==> config.mk <==
export PLATFORM = sky130hd
export DESIGN_NAME = sloat_link
export DESIGN_NICKNAME = d
export VERILOG_FILES = /design/src/sloat_pkg.sv /design/src/sloat_delay.sv /design/src/sloat_link.sv /design/src/sloat_wake.sv
export SDC_FILE = /design/constraint.sdc
export NUM_CORES = 1
export LEC_CHECK = 0
export BUFFER_PORTS_ARGS = -buffer_cell sky130_fd_sc_hd__buf_2
export CORE_ASPECT_RATIO = 1.1
export CORE_UTILIZATION = 35
export DETAILED_ROUTE_END_ITERATION = 7
export GPL_TIMING_DRIVEN = 0
export PLACE_DENSITY = 0.61
export SKIP_CTS_REPAIR_TIMING = 1
export SLEW_MARGIN = 0
export SYNTH_ARGS = -nofsm -noshare
export SYNTH_HDL_FRONTEND = slang
export SYNTH_SLANG_ARGS = --single-unit
==> constraint.sdc <==
create_clock -name clk -period 6.08 [get_ports clk]
set_input_delay 0.912 -clock clk [delete_from_list [all_inputs] [get_ports clk]]
set_output_delay 0.912 -clock clk [all_outputs]
set_load 0.05 [all_outputs]
==> src/sloat_pkg.sv <==
package sloat_pkg;

  localparam int SAMPLE_W = 11;
  localparam int LANE_UI_PER_SAMPLE = 20;
  localparam int RATE_MIN_MSPS = 40;
  localparam int RATE_MAX_MSPS = 250;
  localparam int LANE_MAX_MBPS = 5000;
  localparam int CLK_MHZ = 100;
  localparam int BASE_LATENCY = 36;
  localparam int REQUANT_EXTRA_LATENCY = 2;
  localparam int PIPE_DEPTH = BASE_LATENCY + REQUANT_EXTRA_LATENCY;
  localparam int ADC_WAKE_MS = 250;
  localparam int OUT_WAKE_MS = 50;
  localparam int ADC_WAKE_CYC = ADC_WAKE_MS * 1000 * CLK_MHZ;
  localparam int OUT_WAKE_CYC = OUT_WAKE_MS * 1000 * CLK_MHZ;
  localparam int MF_CNT_W = 16;
  localparam int WAKE_CNT_W = 32;
  localparam logic [7:0] K28_5 = 8'hbc;
  localparam logic [7:0] ILAS_R = 8'h1c;
  localparam logic [7:0] ILAS_A = 8'h7c;

  localparam logic [7:0] REG_CTRL = 8'h00;
  localparam logic [7:0] REG_MF_LEN = 8'h04;
  localparam logic [7:0] REG_STATUS = 8'h08;
  localparam logic [7:0] REG_RATE = 8'h0c;
  localparam int CTRL_PDWN_BIT = 0;
  localparam int CTRL_REQUANT_BIT = 1;
  localparam int CTRL_SUB1_BIT = 2;
  localparam logic [15:0] MF_LEN_RESET = 16'h0020;

  typedef enum logic [1:0] {
    SLOAT_SUB0,
    SLOAT_SUB1
  } sloat_subclass_t;

  typedef struct packed {
    logic                valid;
    logic                is_ctrl;
    logic [7:0]          octet;
  } sloat_lane_t;

  typedef struct packed {
    logic                valid;
    logic [SAMPLE_W-1:0] data;
  } sloat_sample_t;

endpackage

==> src/sloat_delay.sv <==
module sloat_delay (
  input  wire logic                  clk,
  input  wire logic                  srst,
  input  wire logic                  requant_en,
  input  sloat_pkg::sloat_sample_t   din,
  output sloat_pkg::sloat_sample_t   dout
);

  sloat_pkg::sloat_sample_t pipe_reg [sloat_pkg::PIPE_DEPTH];

  // A fixed shift line keeps latency exact regardless of traffic.
  genvar i;
  generate
    for (i = 0; i < sloat_pkg::PIPE_DEPTH; i++) begin : g_stage
      if (i == 0) begin : g_first
        always_ff @(posedge clk) begin
          if (srst) begin
            pipe_reg[i] <= '0;
          end else begin
            pipe_reg[i] <= din;
          end
        end
      end else begin : g_rest
        always_ff @(posedge clk) begin
          if (srst) begin
            pipe_reg[i] <= '0;
          end else begin
            pipe_reg[i] <= pipe_reg[i-1];
          end
        end
      end
    end
  endgenerate

  // Tap chosen so the extra requantizer stages add exactly two cycles.
  assign dout = requant_en ? pipe_reg[sloat_pkg::PIPE_DEPTH-1]
                       : pipe_reg[sloat_pkg::BASE_LATENCY-1];

endmodule // sloat_delay

==> src/sloat_link.sv <==
// Behaviour
// - Sample rate after divider must be 40 to 250 MSPS.
// - Lane carries twenty UI per sample; lane rate at most 5 Gbps.
// - During code-group sync, K.28 sent for at least one multiframe.
// - Samples reach lane output exactly 36 sample cycles after sampling; the lane output register makes it 37 cycles here.
// - Requantizer enabled adds exactly two cycles of latency.
// - Converter needs about 250 ms after power-down before normal use.
// - Serial output needs about 50 ms after power-down before normal use.
//
// Implementation choices: the address map and the address-and-strobe port.
module sloat_link #(
  parameter int ADC_WAKE_CYCLES = sloat_pkg::ADC_WAKE_CYC,
  parameter int OUT_WAKE_CYCLES = sloat_pkg::OUT_WAKE_CYC
) (
  input  wire logic                           clk,
  input  wire logic                           srst,
  input  wire logic [7:0]                     reg_addr,
  input  wire logic [31:0]                    reg_wdata,
  input  wire logic                           reg_wr,
  input  wire logic                           reg_rd,
  output logic [31:0]                         reg_rdata,
  input  wire logic [7:0]                     rate_msps,
  input  sloat_pkg::sloat_sample_t            sample_in,
  input  wire logic                           sync_request_in,
  input  wire logic                           sysref_in,
  output sloat_pkg::sloat_lane_t              lane_out,
  output logic                                adc_ready,
  output logic                                out_ready
);

  typedef enum logic [2:0] {
    SLOAT_IDLE,
    SLOAT_CGS,
    SLOAT_ILAS,
    SLOAT_DATA
  } sloat_state_t;

  logic                      pdwn_reg;
  logic                      requant_reg;
  logic                      sub1_reg;
  logic [15:0]               mf_len_reg;
  logic                      sync_m_reg;
  logic                      sync_s_reg;
  logic                      sref_m_reg;
  logic                      sref_s_reg;
  logic                      sref_d_reg;
  sloat_state_t              state_reg;
  logic [15:0]               oct_cnt_reg;
  logic [15:0]               cgs_cnt_reg;
  logic [1:0]                ilas_mf_reg;
  logic                      cgs_done_reg;
  logic                      rate_ok;
  sloat_pkg::sloat_sample_t  delayed;
  logic                      mf_end;

  always_ff @(posedge clk) begin
    if (srst) begin
      pdwn_reg   <= 1'b0;
      requant_reg <= 1'b0;
      sub1_reg   <= 1'b0;
      mf_len_reg <= sloat_pkg::MF_LEN_RESET;
    end else if (reg_wr) begin
      if (reg_addr == sloat_pkg::REG_CTRL) begin
        pdwn_reg <= reg_wdata[sloat_pkg::CTRL_PDWN_BIT];
        requant_reg <= reg_wdata[sloat_pkg::CTRL_REQUANT_BIT];
        sub1_reg <= reg_wdata[sloat_pkg::CTRL_SUB1_BIT];
      end
      if (reg_addr == sloat_pkg::REG_MF_LEN) begin
        mf_len_reg <= (reg_wdata[15:0] == 16'h0) ? 16'h1 : reg_wdata[15:0];
      end
    end
  end

  // Rate check against the documented window and the lane ceiling.
  assign rate_ok = (rate_msps >= 8'(sloat_pkg::RATE_MIN_MSPS)) &&
                   (rate_msps <= 8'(sloat_pkg::RATE_MAX_MSPS)) &&
                   (32'(rate_msps) * sloat_pkg::LANE_UI_PER_SAMPLE
                    <= sloat_pkg::LANE_MAX_MBPS);

  always_ff @(posedge clk) begin
    if (srst) begin
      reg_rdata <= '0;
    end else if (reg_rd) begin
      unique case (reg_addr)
        sloat_pkg::REG_CTRL:   reg_rdata <= {29'h0, sub1_reg, requant_reg, pdwn_reg};
        sloat_pkg::REG_MF_LEN: reg_rdata <= {16'h0, mf_len_reg};
        sloat_pkg::REG_STATUS: reg_rdata <= {26'h0, rate_ok, out_ready, adc_ready,
                                             state_reg};
        sloat_pkg::REG_RATE:   reg_rdata <= {24'h0, rate_msps};
        default:               reg_rdata <= '0;
      endcase
    end else begin
      reg_rdata <= '0;
    end
  end

  // Pins from the far receiver are synchronised before use.
  always_ff @(posedge clk) begin
    if (srst) begin
      sync_m_reg <= 1'b1;
      sync_s_reg <= 1'b1;
      sref_m_reg <= 1'b0;
      sref_s_reg <= 1'b0;
      sref_d_reg <= 1'b0;
    end else begin
      sync_m_reg <= sync_request_in;
      sync_s_reg <= sync_m_reg;
      sref_m_reg <= sysref_in;
      sref_s_reg <= sref_m_reg;
      sref_d_reg <= sref_s_reg;
    end
  end

  sloat_wake u_adc_wake (
    .clk         (clk),
    .srst        (srst),
    .pdwn        (pdwn_reg),
    .wake_cycles (32'(ADC_WAKE_CYCLES)),
    .ready       (adc_ready)
  );

  sloat_wake u_out_wake (
    .clk         (clk),
    .srst        (srst),
    .pdwn        (pdwn_reg),
    .wake_cycles (32'(OUT_WAKE_CYCLES)),
    .ready       (out_ready)
  );

  sloat_delay u_delay (
    .clk    (clk),
    .srst   (srst),
    .requant_en (requant_reg),
    .din    (sample_in),
    .dout   (delayed)
  );

  // Multiframe counter; a system reference rise realigns it in subclass 1.
  assign mf_end = (oct_cnt_reg == mf_len_reg - 16'h1);

  always_ff @(posedge clk) begin
    if (srst) begin
      oct_cnt_reg <= '0;
    end else if (sub1_reg && sref_s_reg && !sref_d_reg) begin
      oct_cnt_reg <= '0;
    end else if (mf_end) begin
      oct_cnt_reg <= '0;
    end else begin
      oct_cnt_reg <= oct_cnt_reg + 16'h1;
    end
  end

  // Sync stays low as long as the receiver wants it; release only counts after a
  // full multiframe of K characters so a short pulse cannot skip the phase.
  always_ff @(posedge clk) begin
    if (srst || !out_ready) begin
      state_reg    <= SLOAT_IDLE;
      cgs_cnt_reg  <= '0;
      cgs_done_reg <= 1'b0;
      ilas_mf_reg  <= '0;
    end else begin
      unique case (state_reg)
        SLOAT_IDLE: begin
          if (!sync_s_reg) begin
            state_reg <= SLOAT_CGS;
          end
        end
        SLOAT_CGS: begin
          if (cgs_cnt_reg >= mf_len_reg - 16'h1) begin
            cgs_done_reg <= 1'b1;
          end else begin
            cgs_cnt_reg <= cgs_cnt_reg + 16'h1;
          end
          if (sync_s_reg && cgs_done_reg && mf_end) begin
            state_reg   <= SLOAT_ILAS;
            ilas_mf_reg <= '0;
          end
        end
        SLOAT_ILAS: begin
          if (!sync_s_reg) begin
            state_reg    <= SLOAT_CGS;
            cgs_cnt_reg  <= '0;
            cgs_done_reg <= 1'b0;
          end else if (mf_end) begin
            ilas_mf_reg <= ilas_mf_reg + 2'h1;
            if (ilas_mf_reg == 2'h3) begin
              state_reg <= SLOAT_DATA;
            end
          end
        end
        SLOAT_DATA: begin
          if (!sync_s_reg) begin
            state_reg    <= SLOAT_CGS;
            cgs_cnt_reg  <= '0;
            cgs_done_reg <= 1'b0;
          end
        end
        default: state_reg <= SLOAT_IDLE;
      endcase
    end
  end

  // Samples are shown in the low octet; serialisation happens past this block.
  always_ff @(posedge clk) begin
    if (srst) begin
      lane_out <= '0;
    end else begin
      unique case (state_reg)
        SLOAT_CGS: lane_out <= '{valid: 1'b1, is_ctrl: 1'b1, octet: sloat_pkg::K28_5};
        SLOAT_ILAS: begin
          if (oct_cnt_reg == 16'h0) begin
            lane_out <= '{valid: 1'b1, is_ctrl: 1'b1, octet: sloat_pkg::ILAS_R};
          end else if (mf_end) begin
            lane_out <= '{valid: 1'b1, is_ctrl: 1'b1, octet: sloat_pkg::ILAS_A};
          end else begin
            lane_out <= '{valid: 1'b1, is_ctrl: 1'b0, octet: oct_cnt_reg[7:0]};
          end
        end
        SLOAT_DATA: lane_out <= '{valid: delayed.valid, is_ctrl: 1'b0,
                                  octet: delayed.data[7:0]};
        default: lane_out <= '0;
      endcase
    end
  end

endmodule // sloat_link

==> src/sloat_wake.sv <==
module sloat_wake (
  input  wire logic                              clk,
  input  wire logic                              srst,
  input  wire logic                              pdwn,
  input  wire logic [sloat_pkg::WAKE_CNT_W-1:0]  wake_cycles,
  output logic                                   ready
);

  logic [sloat_pkg::WAKE_CNT_W-1:0] cnt_reg;

  always_ff @(posedge clk) begin
    if (srst || pdwn) begin
      cnt_reg <= '0;
      ready   <= 1'b0;
    end else if (cnt_reg < wake_cycles) begin
      cnt_reg <= cnt_reg + 32'h1;
    end else begin
      ready <= 1'b1;
    end
  end

endmodule // sloat_wake

==> metrics.md, run 1 <==
| Metric | Value |
|---|---|
| Worst Setup End Kind | `flip-flop` |
| Routed via count | `11.9k` |
| Synth Area per Inst | `10.2 um2` |
| PortBufs | `74` |
| Met2 GRT Util | `23.5%` |
| Vias per cell | `~4.7` |
| Final Net Count | `1,963` |
| Ranking of synthesized cells by area | `dfxtp_1, nor2b_1, ha_1` |
| Status | `finished clean` |
| Met3 Use GR | `2.22%` |
| Netlist cell types | `77` |
| Setup_tns | `0 ns` |
| Die footprint | `0.0511 mm2` |
| Pre-CTS setup slack | `1.57 ns` |
| Final setup fails | `0` |
| WHS Endpoint | `sync_s_reg` |
| DP Area | `between 0.015 and 0.02 mm2` |
| Worst Max-Slew Pin Slew | `1.03 ns` |
| Reg2Reg Depth | `13` |
| Period Utilization, post-route | `between 70% and 80%` |
| Worst reg2reg endpoint | `cgs_cnt_reg[1]` |
| Detailed Route Iter0 Violations | `644` |
| CTS tree | `built` |
| Number of enable flip-flop cells after synthesis | `0` |
| Leakage | `8.08 nW` |
| Width of the die | `between 200 and 250 um` |
| Relative slew slack | `a little under a third` |
| Die height | `237 um` |
| Post-synthesis sequential area ratio | `56.4%` |
| CP Class | `flip-flop to flip-flop` |
| Ys async rst share | `0%` |
| Clock root buffer | `clkbuf_16` |
| Final worst slack | `1.54 ns` |
| Max Clock Freq | `220 MHz` |
| Filler Cell Count | `4,768` |
| Synthesis-to-finish area growth | `16.0%` |
| Final Skew | `0.0165 ns` |
| YS warnings | `0` |
| Initial core utilization | `35.7%` |
| Grt met1 use | `16.8%` |
| Vias in the first global route | `11.5k` |
| Worst R2R Setup Slack | `1.54 ns` |
| Worst hold path type | `flip-flop to flip-flop` |
| Crit-path max FO | `10` |
| PwrDens | `slightly above 300 mW/mm2` |
| Htree depth | `2` |
| Post-route minimum period | `4.54 ns` |
| Hold Startpoint | `sync_m_reg` |
| Initial antenna violation count | `0` |
| Share of layout cells above drive strength 1 | `between 10% and 20%` |
| Max reg flops | `342` |
| Worst-path clk slew | `around 0.06 ns` |
| Unrepaired setup endpoints after global routing | `no` |
| Total gr overflow | `0` |
| Prevailing post-synth register cell | `dfxtp_1` |
| FF-to-FF Start | `mf_len_reg[5]` |
| Pin count of the biggest net entering global routing | `15` |
| Routed WL | `34.9 mm` |
| Post-DP HPWL | `roughly 25 mm` |
| Seq cells post-synth | `495` |
| CTS max path bufs | `3` |
| Critical path startpoint category | `flip-flop` |
| Max Cap Viol | `0` |
| DR pass1 iterations | `5` |
| Post-DR wirelength/cell | `13.7 um` |
| Maximum VDD drop | `about 0.21 mV` |
| Hold Crit Depth | `1` |
| First-pass GRT wire length | `roughly 57 mm` |
| Worst Path Arrival | `4.98 ns` |
| Post-Syn Area | `0.0176 mm2` |
| Yosys top cell by area | `dfxtp_1` |
| Final Cell Area | `0.0204 mm2` |
| Synth top area share | `56.4%` |
| CORE AREA | `0.0492 mm2` |
| Grt peak-use layer | `met2` |
| Top Ports | `110` |
| Synth Instances | `1,716` |
| Rows | `85` |
| Gr usage total | `13.6%` |
| Global placer's final weighted congestion | `0.891` |
| Final ANT Viol Nets | `0` |
| DRC | `0` |
| Final hold vios | `0` |
| Cts bufs inserted | `49` |
| ANT cells | `0` |
| Clk sinks | `495` |
| Clk_lat worst skew | `around 0.57 ns` |
| Worst endpoint required time | `around 6.5 ns` |
| Pins Over Slew Limit | `0` |
[metrics by stage]
step / std cells / util (%) / total power [mW] / hold WS (ns)
finish: 2541 / 41.4 / 6.36 / 0.413
global placement: 2457 / 38.2 / 3.52 / 0.404
detailed placement: 2457 / 38.2 / 3.53 / 0.406
global route: 2541 / 41.4 / 6.61 / 0.435
CTS: 2541 / 41.4 / 6.44 / 0.420
floorplan: 1731 / - / 3.47 / 0.389
[worst max-delay path by stage]
stage,startpoint,endpoint,cells after the start
3_5_place_dp,mf_len_reg[0],cgs_cnt_reg[0],16
6_report,mf_len_reg[5],cgs_cnt_reg[1],13
5_1_grt,mf_len_reg[0],cgs_cnt_reg[0],15
4_1_cts,mf_len_reg[0],cgs_cnt_reg[1],15
3_3_place_gp,mf_len_reg[0],cgs_cnt_reg[1],14
2_1_floorplan,mf_len_reg[0],cgs_cnt_reg[1],15
[critical path, stage by stage (launching register included)]
cell,delay [ns]
dfxtp_1,0.33
clkbuf_1,0.30
nor4_1,0.75
nand4_1,0.40
xor2_1,0.26
ha_1,0.32
a21o_1,0.13
a211oi_1,0.09
o211a_1,0.16
o31ai_1,0.60
clkbuf_1,0.41
clkbuf_1,0.39
mux2i_1,0.23
nor2_1,0.05
[where the power goes]
| group | switching, mW | internal, mW |
|---|---|---|
| Sequential | 0.00884 | 3.26 |
| Clock | 1.23 | 1.67 |
| Combinational | 0.123 | 0.0611 |
[final cells by class]
type / instances / area [um2] / area share, %
Buffer: 112 / 510 / 2.50
Tap cell: 652 / 816 / 4.00
Clock buffer: 69 / 1380 / 6.77
Clock inverter: 15 / 183 / 0.896
Inverter: 31 / 116 / 0.571
Timing Repair Buffer: 74 / 370 / 1.82
Sequential cell: 495 / 9910 / 48.6
Multi-Input combinational cell: 1093 / 7100 / 34.8
[cell families (layout without fill, tap and decap cells)]
logic type	count (synthesis)	after routing	synth area share (%)
other	1	16	0.0213
AND/OR/NAND/NOR	740	740	24.3
buffers and inverters	143	301	3.57
adder cells (fa/ha/maj)	41	41	2.96
XOR/XNOR	68	68	3.39
AO/OA/AOI/OAI	188	188	6.91
flip-flops	495	495	56.4
multiplexers	40	40	2.47
[routing by layer]
layer,up-vias,part of all wire [%]
met1,5646,45
met3,62,3.9
met4,0,3.1
li1,5968,-
met2,217,48
met5,-,0
[synth_stat cells (all sizes together), types with 4 or more instances]
library cell	number
dfxtp	495
nor2b	351
nor2	106
clkbuf	84
a21oi	59
nand2	49
o21ai	45
nand3	43
ha	40
xnor2	36
and2	35
xor2	32
mux2i	31
inv	30
buf	28
nor3	25
nand4	23
nor4	23
or3	20
and3	18
or4	16
o31ai	10
a211oi	8
o21a	8
a31oi	7
mux2	7
a21o	6
nand3b	6
or2	6
a31o	5
o31a	5
nand2b	4
nor3b	4
[cell usage in the layout, fill, tap and decap left out, drive strengths merged, types with 4 or more instances in the layout]
| cell type | count |
|---|---|
| clkinv | 12 |
| nor2b | 351 |
| clkbuf | 153 |
| a211oi | 8 |
| and2 | 35 |
| nand2b | 4 |
| mux2i | 31 |
| or4 | 16 |
| xnor2 | 36 |
| o31a | 5 |
| o31ai | 10 |
| and3 | 18 |
| nor4 | 23 |
| buf | 102 |
| mux2 | 7 |
| nand3 | 43 |
| conb | 16 |
| or2 | 6 |
| nor3b | 4 |
| nand2 | 49 |
| or3 | 20 |
| ha | 40 |
| xor2 | 32 |
| a31o | 5 |
| nor3 | 25 |
| nand4 | 23 |
| a31oi | 7 |
| dfxtp | 495 |
| inv | 32 |
| o21ai | 45 |
| a21oi | 59 |
| a21o | 6 |
| o21a | 8 |
| nand3b | 6 |
| nor2 | 106 |
Note: power is estimated with default switching activity, not from simulation.
==> inputs of run 2 (changes only) <==
Clock period 6.08 ns to 4.2 ns, I/O delays scaled along.
==> run 2 against run 1 <==
Against the previous run: total power rose by 45%; register-to-register slack got worse by 1.3 ns; critical path depth fell by 1; largest cell class unchanged; setup slack got worse by 1.3 ns; clock skew barely moved; first-iteration DRC count fell by 7.8%; combinational power rose by 45%.
==> metrics.md, run 2 (synthesis gave the netlist of run 1 again) <==
| Metric | Value |
|---|---|
| Reg2Reg Depth | `12 (-1)` |
| DR pass1 iterations | `6 (+1)` |
| Multi-input gate area | `0.00715 mm2 (+0.60%)` |
| Pins Over Slew Limit | `0 (unchanged)` |
| Routed WL | `34.9 mm (+0.13%)` |
| Final core utilization | `41.5% (+0.10 points)` |
| Htree depth | `2 (unchanged)` |
| Clock root buffer | `clkbuf_16` |
| Maximum VDD drop | `0.308 mV (+45%)` |
| Vias per cell | `4.69 (+0.19%)` |
| Worst-path clk slew | `0.06 ns (about the same)` |
| Rows | `85 (unchanged)` |
| Routed via count | `11.9k (+0.19%)` |
| CTS max path bufs | `3 (unchanged)` |
| Die height | `237 um (unchanged)` |
| Worst Path Arrival | `4.50 ns (-0.48 ns)` |
| Die footprint | `0.0511 mm2 (unchanged)` |
| Total Power | `9.20 mW (+45%)` |
| Final Skew | `0.0169 ns (+0.000397 ns)` |
| CORE AREA | `0.0492 mm2 (unchanged)` |
| Crit-path max FO | `10 (unchanged)` |
| PortBufs | `74 (unchanged)` |
| Post-DP HPWL | `24.7 mm (unchanged)` |
| Clk_lat worst skew | `0.57 ns (about the same)` |
| Hold Crit Depth | `2 (+1)` |
| Final Net Count | `1,963 (unchanged)` |
| Final ANT Viol Nets | `0 (unchanged)` |
| Final hold vios | `0 (unchanged)` |
| Crit path cell chain | `inv_1 -> ha_1 -> or3b_1 -> buf_2 -> o31ai_4 -> nor2_1 -> or4b_1 -> or2_0 -> or4_1 -> buf_2 -> a211oi_2 -> o31a_1` |
| Worst endpoint required time | `4.70 ns (-1.81 ns)` |
| Post-DR wirelength/cell | `13.7 um (+0.13%)` |
| Worst hold path type | `primary input to flip-flop` |
| Commonest non-fill, non-tap cell in the layout | `dfxtp_1` |
| Leakage | `8.09 nW (+0.18%)` |
| CP most frequent cell | `buf_2` |
| Max Cap Viol | `0 (unchanged)` |
| Status | `finished clean` |
| Critical path startpoint category | `flip-flop` |
| Max Clock Freq | `250 MHz (+14%)` |
| Final setup fails | `0 (unchanged)` |
| Filler Cell Count | `4,770 (+0.042%)` |
| Relative slew slack | `30.1% (-0.29 points)` |
| Post-route minimum period | `4.00 ns (-0.547 ns)` |
| Worst Setup End Kind | `flip-flop` |
| Critical-path top delay cell | `or4b_1` |
| DRC | `0 (unchanged)` |
| Clk sinks | `495 (unchanged)` |
| Gr usage total | `13.6% (unchanged)` |
| CTS tree | `built` |
| Largest stage delay, worst path | `0.57 ns (-0.18 ns)` |
| Synthesis-to-finish area growth | `16.3%` |
| Unrepaired setup endpoints after global routing | `no` |
| First-pass GRT wire length | `57.2 mm (unchanged)` |
| Top Ports | `110 (unchanged)` |
| Commonest non-fill, non-tap cells in the layout | `dfxtp_1, nor2b_1, nor2_1` |
| PwrDens | `450 mW/mm2 (+44%)` |
| Worst Max-Slew Pin Slew | `1.04 ns (+0.00433 ns)` |
| Pin count of the biggest net entering global routing | `15 (unchanged)` |
| Vias in the first global route | `11.5k (unchanged)` |
| Initial core utilization | `35.7% (unchanged)` |
| Register area | `0.00991 mm2 (unchanged)` |
| Max reg flops | `342 (unchanged)` |
| Width of the die | `216 um (unchanged)` |
| Cts bufs inserted | `49 (unchanged)` |
| Final worst slack | `0.202 ns (-1.33 ns)` |
| Initial antenna violation count | `0 (unchanged)` |
| Detailed Route Iter0 Violations | `594 (-7.8%)` |
| ANT cells | `0 (unchanged)` |
| Share of layout cells above drive strength 1 | `11.1% (+0.32 points)` |
| Setup_tns | `0 ns (unchanged)` |
| Pre-CTS setup slack | `-0.308 ns (-1.88 ns)` |
| CP top delay family | `simple AND/OR/NAND/NOR gates` |
| Total gr overflow | `0 (unchanged)` |
| CP Buf/Inv Count | `3 (unchanged)` |
| Worst path depth | `12 (-1)` |
| Period Utilization, post-route | `95.2% (+20 points)` |
| CP Class | `flip-flop to flip-flop` |
| Global placer's final weighted congestion | `0.891 (unchanged)` |
==> run 2: final cells by class <==
| type | count | share of cell area (%) |
|---|---|---|
| Sequential cell | 495 | 48.5 |
| Multi-Input combinational cell | 1093 | 35.0 |
| Clock buffer | 69 | 6.76 |
| Tap cell | 652 | 3.99 |
| Buffer | 112 | 2.53 |
| Timing Repair Buffer | 74 | 1.81 |
| Clock inverter | 15 | 0.894 |
| Inverter | 31 | 0.569 |
==> run 2: routing by layer <==
| layer | track usage, % | routed length [um] | up-vias |
|---|---|---|---|
| met5 | 0 | 0 | - |
| met4 | 5.44 | 1080 | 0 |
| li1 | - | - | 5969 |
| met2 | 23.5 | 16900 | 233 |
| met3 | 2.22 | 1410 | 68 |
| met1 | 16.8 | 15600 | 5646 |
==> run 2: where the power goes <==
part | total (mW) | switching, mW | internal [mW]
Sequential | 4.73 | 0.0128 | 4.72
Combinational | 0.267 | 0.179 | 0.0887
Clock | 4.20 | 1.78 | 2.42
==> run 2: path summary, 6_finish.rpt <==
kind	start	endpoint	slack, ns
worst min-delay path	sync_request_in	sync_m_reg	0.25
worst min register to register	sync_m_reg	sync_s_reg	0.41
worst max-delay path	mf_len_reg[0]	lane_out[3]	0.20
worst max register to register	mf_len_reg[0]	lane_out[3]	0.20
==> run 2: stage by stage <==
step | cell area [um2] | hold slack (ns) | instances
final | 20400 | 0.247 | 2541
after global routing | 20400 | 0.229 | 2541
after CTS | 20400 | 0.218 | 2541
after detailed placement | 18800 | 0.406 | 2457
after global placement | 18800 | 0.404 | 2457
after floorplan | 17600 | 0.389 | 1731
==> inputs of run 3 (changes only) <==
--- a/config.mk
+++ b/config.mk
@@ -7,5 +7,4 @@
 export LEC_CHECK = 0
 export BUFFER_PORTS_ARGS = -buffer_cell sky130_fd_sc_hd__buf_2
-export CORE_ASPECT_RATIO = 1.1
 export CORE_UTILIZATION = 35
 export DETAILED_ROUTE_END_ITERATION = 7
==> constraint.sdc (replaced) <==
create_clock -name clk -period 4.2 [get_ports clk]
set_input_delay 0.21 -clock clk [delete_from_list [all_inputs] [get_ports clk]]
set_output_delay 0.21 -clock clk [all_outputs]
set_load 0.05 [all_outputs]
==> run 3 against run 2 <==
Against the previous run: critical path depth unchanged; total power increased by 4.1%; setup slack got worse by 0.0090 ns; flip-flop and latch count unchanged.
==> metrics.md, run 3 (synthesis gave the netlist of run 1 again) <==
| Metric | Value |
|---|---|
| CP Buf/Inv Count | `3 (unchanged)` |
| Post-DR wirelength/cell | `13.5 um (-1.5%)` |
| Routed WL | `35.1 mm (+0.44%)` |
| DR pass1 iterations | `5 (-1)` |
| Final hold vios | `0 (unchanged)` |
| Register area | `0.00991 mm2 (unchanged)` |
| Clk sinks | `495 (unchanged)` |
| Placed cell count | `2,469 (+0.49%)` |
| Worst Max-Slew Pin Slew | `0.883 ns (-0.155 ns)` |
| Final ANT Viol Nets | `0 (unchanged)` |
| Filler Cell Count | `4,734 (-0.75%)` |
| Max Cap Viol | `0 (unchanged)` |
| Period Utilization, post-route | `95.4% (+0.21 points)` |
| Worst endpoint required time | `4.71 ns (about the same)` |
| Largest stage delay, worst path | `0.59 ns (+0.02 ns)` |
| PortBufs | `74 (unchanged)` |
| Top Ports | `110 (unchanged)` |
| Clock root buffer | `clkbuf_16` |
| CTS max path bufs | `3 (unchanged)` |
| Total gr overflow | `0 (unchanged)` |
| Post-DP HPWL | `24.2 mm (-2.2%)` |
| CP Class | `flip-flop to flip-flop` |
| Cts bufs inserted | `50 (+2.0%)` |
| Commonest non-fill, non-tap cell in the layout | `dfxtp_1` |
| Die footprint | `0.0511 mm2 (about the same)` |
| PwrDens | `457 mW/mm2 (+1.6%)` |
| Max Clock Freq | `250 MHz (-0.23%)` |
| Pin count of the biggest net entering global routing | `16 (+1)` |
| Final Net Count | `1,996 (+1.7%)` |
| CTS tree | `built` |
| Gr usage total | `13.8% (+0.19 points)` |
| CP most frequent cell | `buf_2` |
| Synthesis-to-finish area growth | `19.2%` |
| Crit-path max FO | `10 (unchanged)` |
| Htree depth | `2 (unchanged)` |
| DRC | `0 (unchanged)` |
| Routed via count | `12.1k (+1.2%)` |
| Initial core utilization | `35.7% (about the same)` |
| CORE AREA | `0.0493 mm2 (about the same)` |
| Critical-path top delay cell | `or4b_1` |
| Pins Over Slew Limit | `0 (unchanged)` |
| Maximum VDD drop | `0.334 mV (+8.5%)` |
| Worst hold path type | `primary input to flip-flop` |
| Clk_lat worst skew | `0.59 ns (+0.02 ns)` |
| Leakage | `8.30 nW (+2.5%)` |
| WHS | `0.0565 ns (-0.190 ns)` |
| Setup_tns | `0 ns (unchanged)` |
| Status | `finished clean` |
| Crit path cell chain | `inv_1 -> ha_1 -> or3b_1 -> buf_2 -> o31ai_4 -> nor2_1 -> or4b_1 -> or2_0 -> or4_1 -> buf_2 -> a211oi_2 -> o31a_1` |
| Initial antenna violation count | `0 (unchanged)` |
| Final setup fails | `0 (unchanged)` |
| Die height | `226 um (-4.6%)` |
| Final Skew | `0.0203 ns (+0.00340 ns)` |
| Vias per cell | `4.65 (-0.74%)` |
| Commonest non-fill, non-tap cells in the layout | `dfxtp_1, nor2b_1, nor2_1` |
| Rows | `81 (-4.7%)` |
| First-pass GRT wire length | `56.9 mm (-0.53%)` |
| ANT cells | `0 (unchanged)` |
| Post-route minimum period | `4.01 ns (+0.00900 ns)` |
| Worst Path Arrival | `4.52 ns (+0.02 ns)` |
| Relative slew slack | `40.6% (+10 points)` |
| Worst Setup End Kind | `flip-flop` |
| Share of layout cells above drive strength 1 | `11.3% (+0.25 points)` |
| Global placer's final weighted congestion | `0.901 (+1.0%)` |
| Worst-path clk slew | `0.06 ns (about the same)` |
| Fin cells | `2,591 (+2.0%)` |
| Vias in the first global route | `11.3k (-2.0%)` |
| Multi-input gate area | `0.00715 mm2 (unchanged)` |
| Critical path startpoint category | `flip-flop` |
| Worst R2R Setup Slack | `0.19 ns (about the same)` |
| Detailed Route Iter0 Violations | `758 (+28%)` |
| Width of the die | `226 um (+4.8%)` |
| CP top delay family | `simple AND/OR/NAND/NOR gates` |
| Max reg flops | `342 (unchanged)` |
==> run 3: cell count changes in the layout (fill, tap and decap cells not counted), sizes merged <==
| cell | change |
|---|---|
| clkinvlp | +3 |
| dlygate4sd3 | +32 |
| bufinv | +3 |
==> run 3: path summary, 6_finish.rpt <==
| kind | depth (start not counted) | startpoint | endpoint |
|---|---|---|---|
| setup / recovery | 12 | mf_len_reg[0] | lane_out[3] |
| setup reg to reg | 12 | mf_len_reg[0] | lane_out[3] |
| hold / removal | 4 | rate_msps[7] | reg_rdata[5] |
| hold reg to reg | 1 | sync_m_reg | sync_s_reg |
==> run 3: power by group <==
group,total [mW],internal (mW),switching [mW]
clock,4.56,2.70,1.85
combinational,0.290,0.107,0.184
sequential,4.73,4.72,0.0122
total,9.58,7.53,2.05
==> run 3: tightest hold or removal path: stages <==
cell and delay (ns):
buf_2 0.14, o221ai_1 0.08, a22oi_1 0.09, nor2_1 0.09
==> run 3: area by class of cell <==
cell class                      instances  area share, %
Multi-Input combinational cell       1093           34.1
Clock buffer                           69           6.79
Tap cell                              664           3.97
Inverter                               31          0.555
Timing Repair Buffer                  106           3.30
Sequential cell                       495           47.3
Clock inverter                         21           1.52
Buffer                                112           2.46
==> run 3: metal layers <==
metal	vias up	track usage [%]	share of wire, %
met1	5678	17.4	45
met4	0	6.15	3.2
met3	60	2.65	5.1
li1	6050	-	-
met2	272	22.8	47
met5	-	0	0
==> run 3: metrics by stage <==
| stage | power (mW) | area (um2) | utilization [%] | setup WS (ns) |
|---|---|---|---|---|
| 2_1_floorplan | 5.02 | 17600 | - | 0.626 |
| 3_3_place_gp | 5.10 | 18800 | 38.2 | -0.288 |
| 3_5_place_dp | 5.10 | 18800 | 38.2 | -0.341 |
| 4_1_cts | 9.70 | 20600 | 41.8 | -0.365 |
| 5_1_grt | 9.95 | 20900 | 42.5 | -0.00232 |
| 6_report | 9.58 | 20900 | 42.5 | 0.193 |
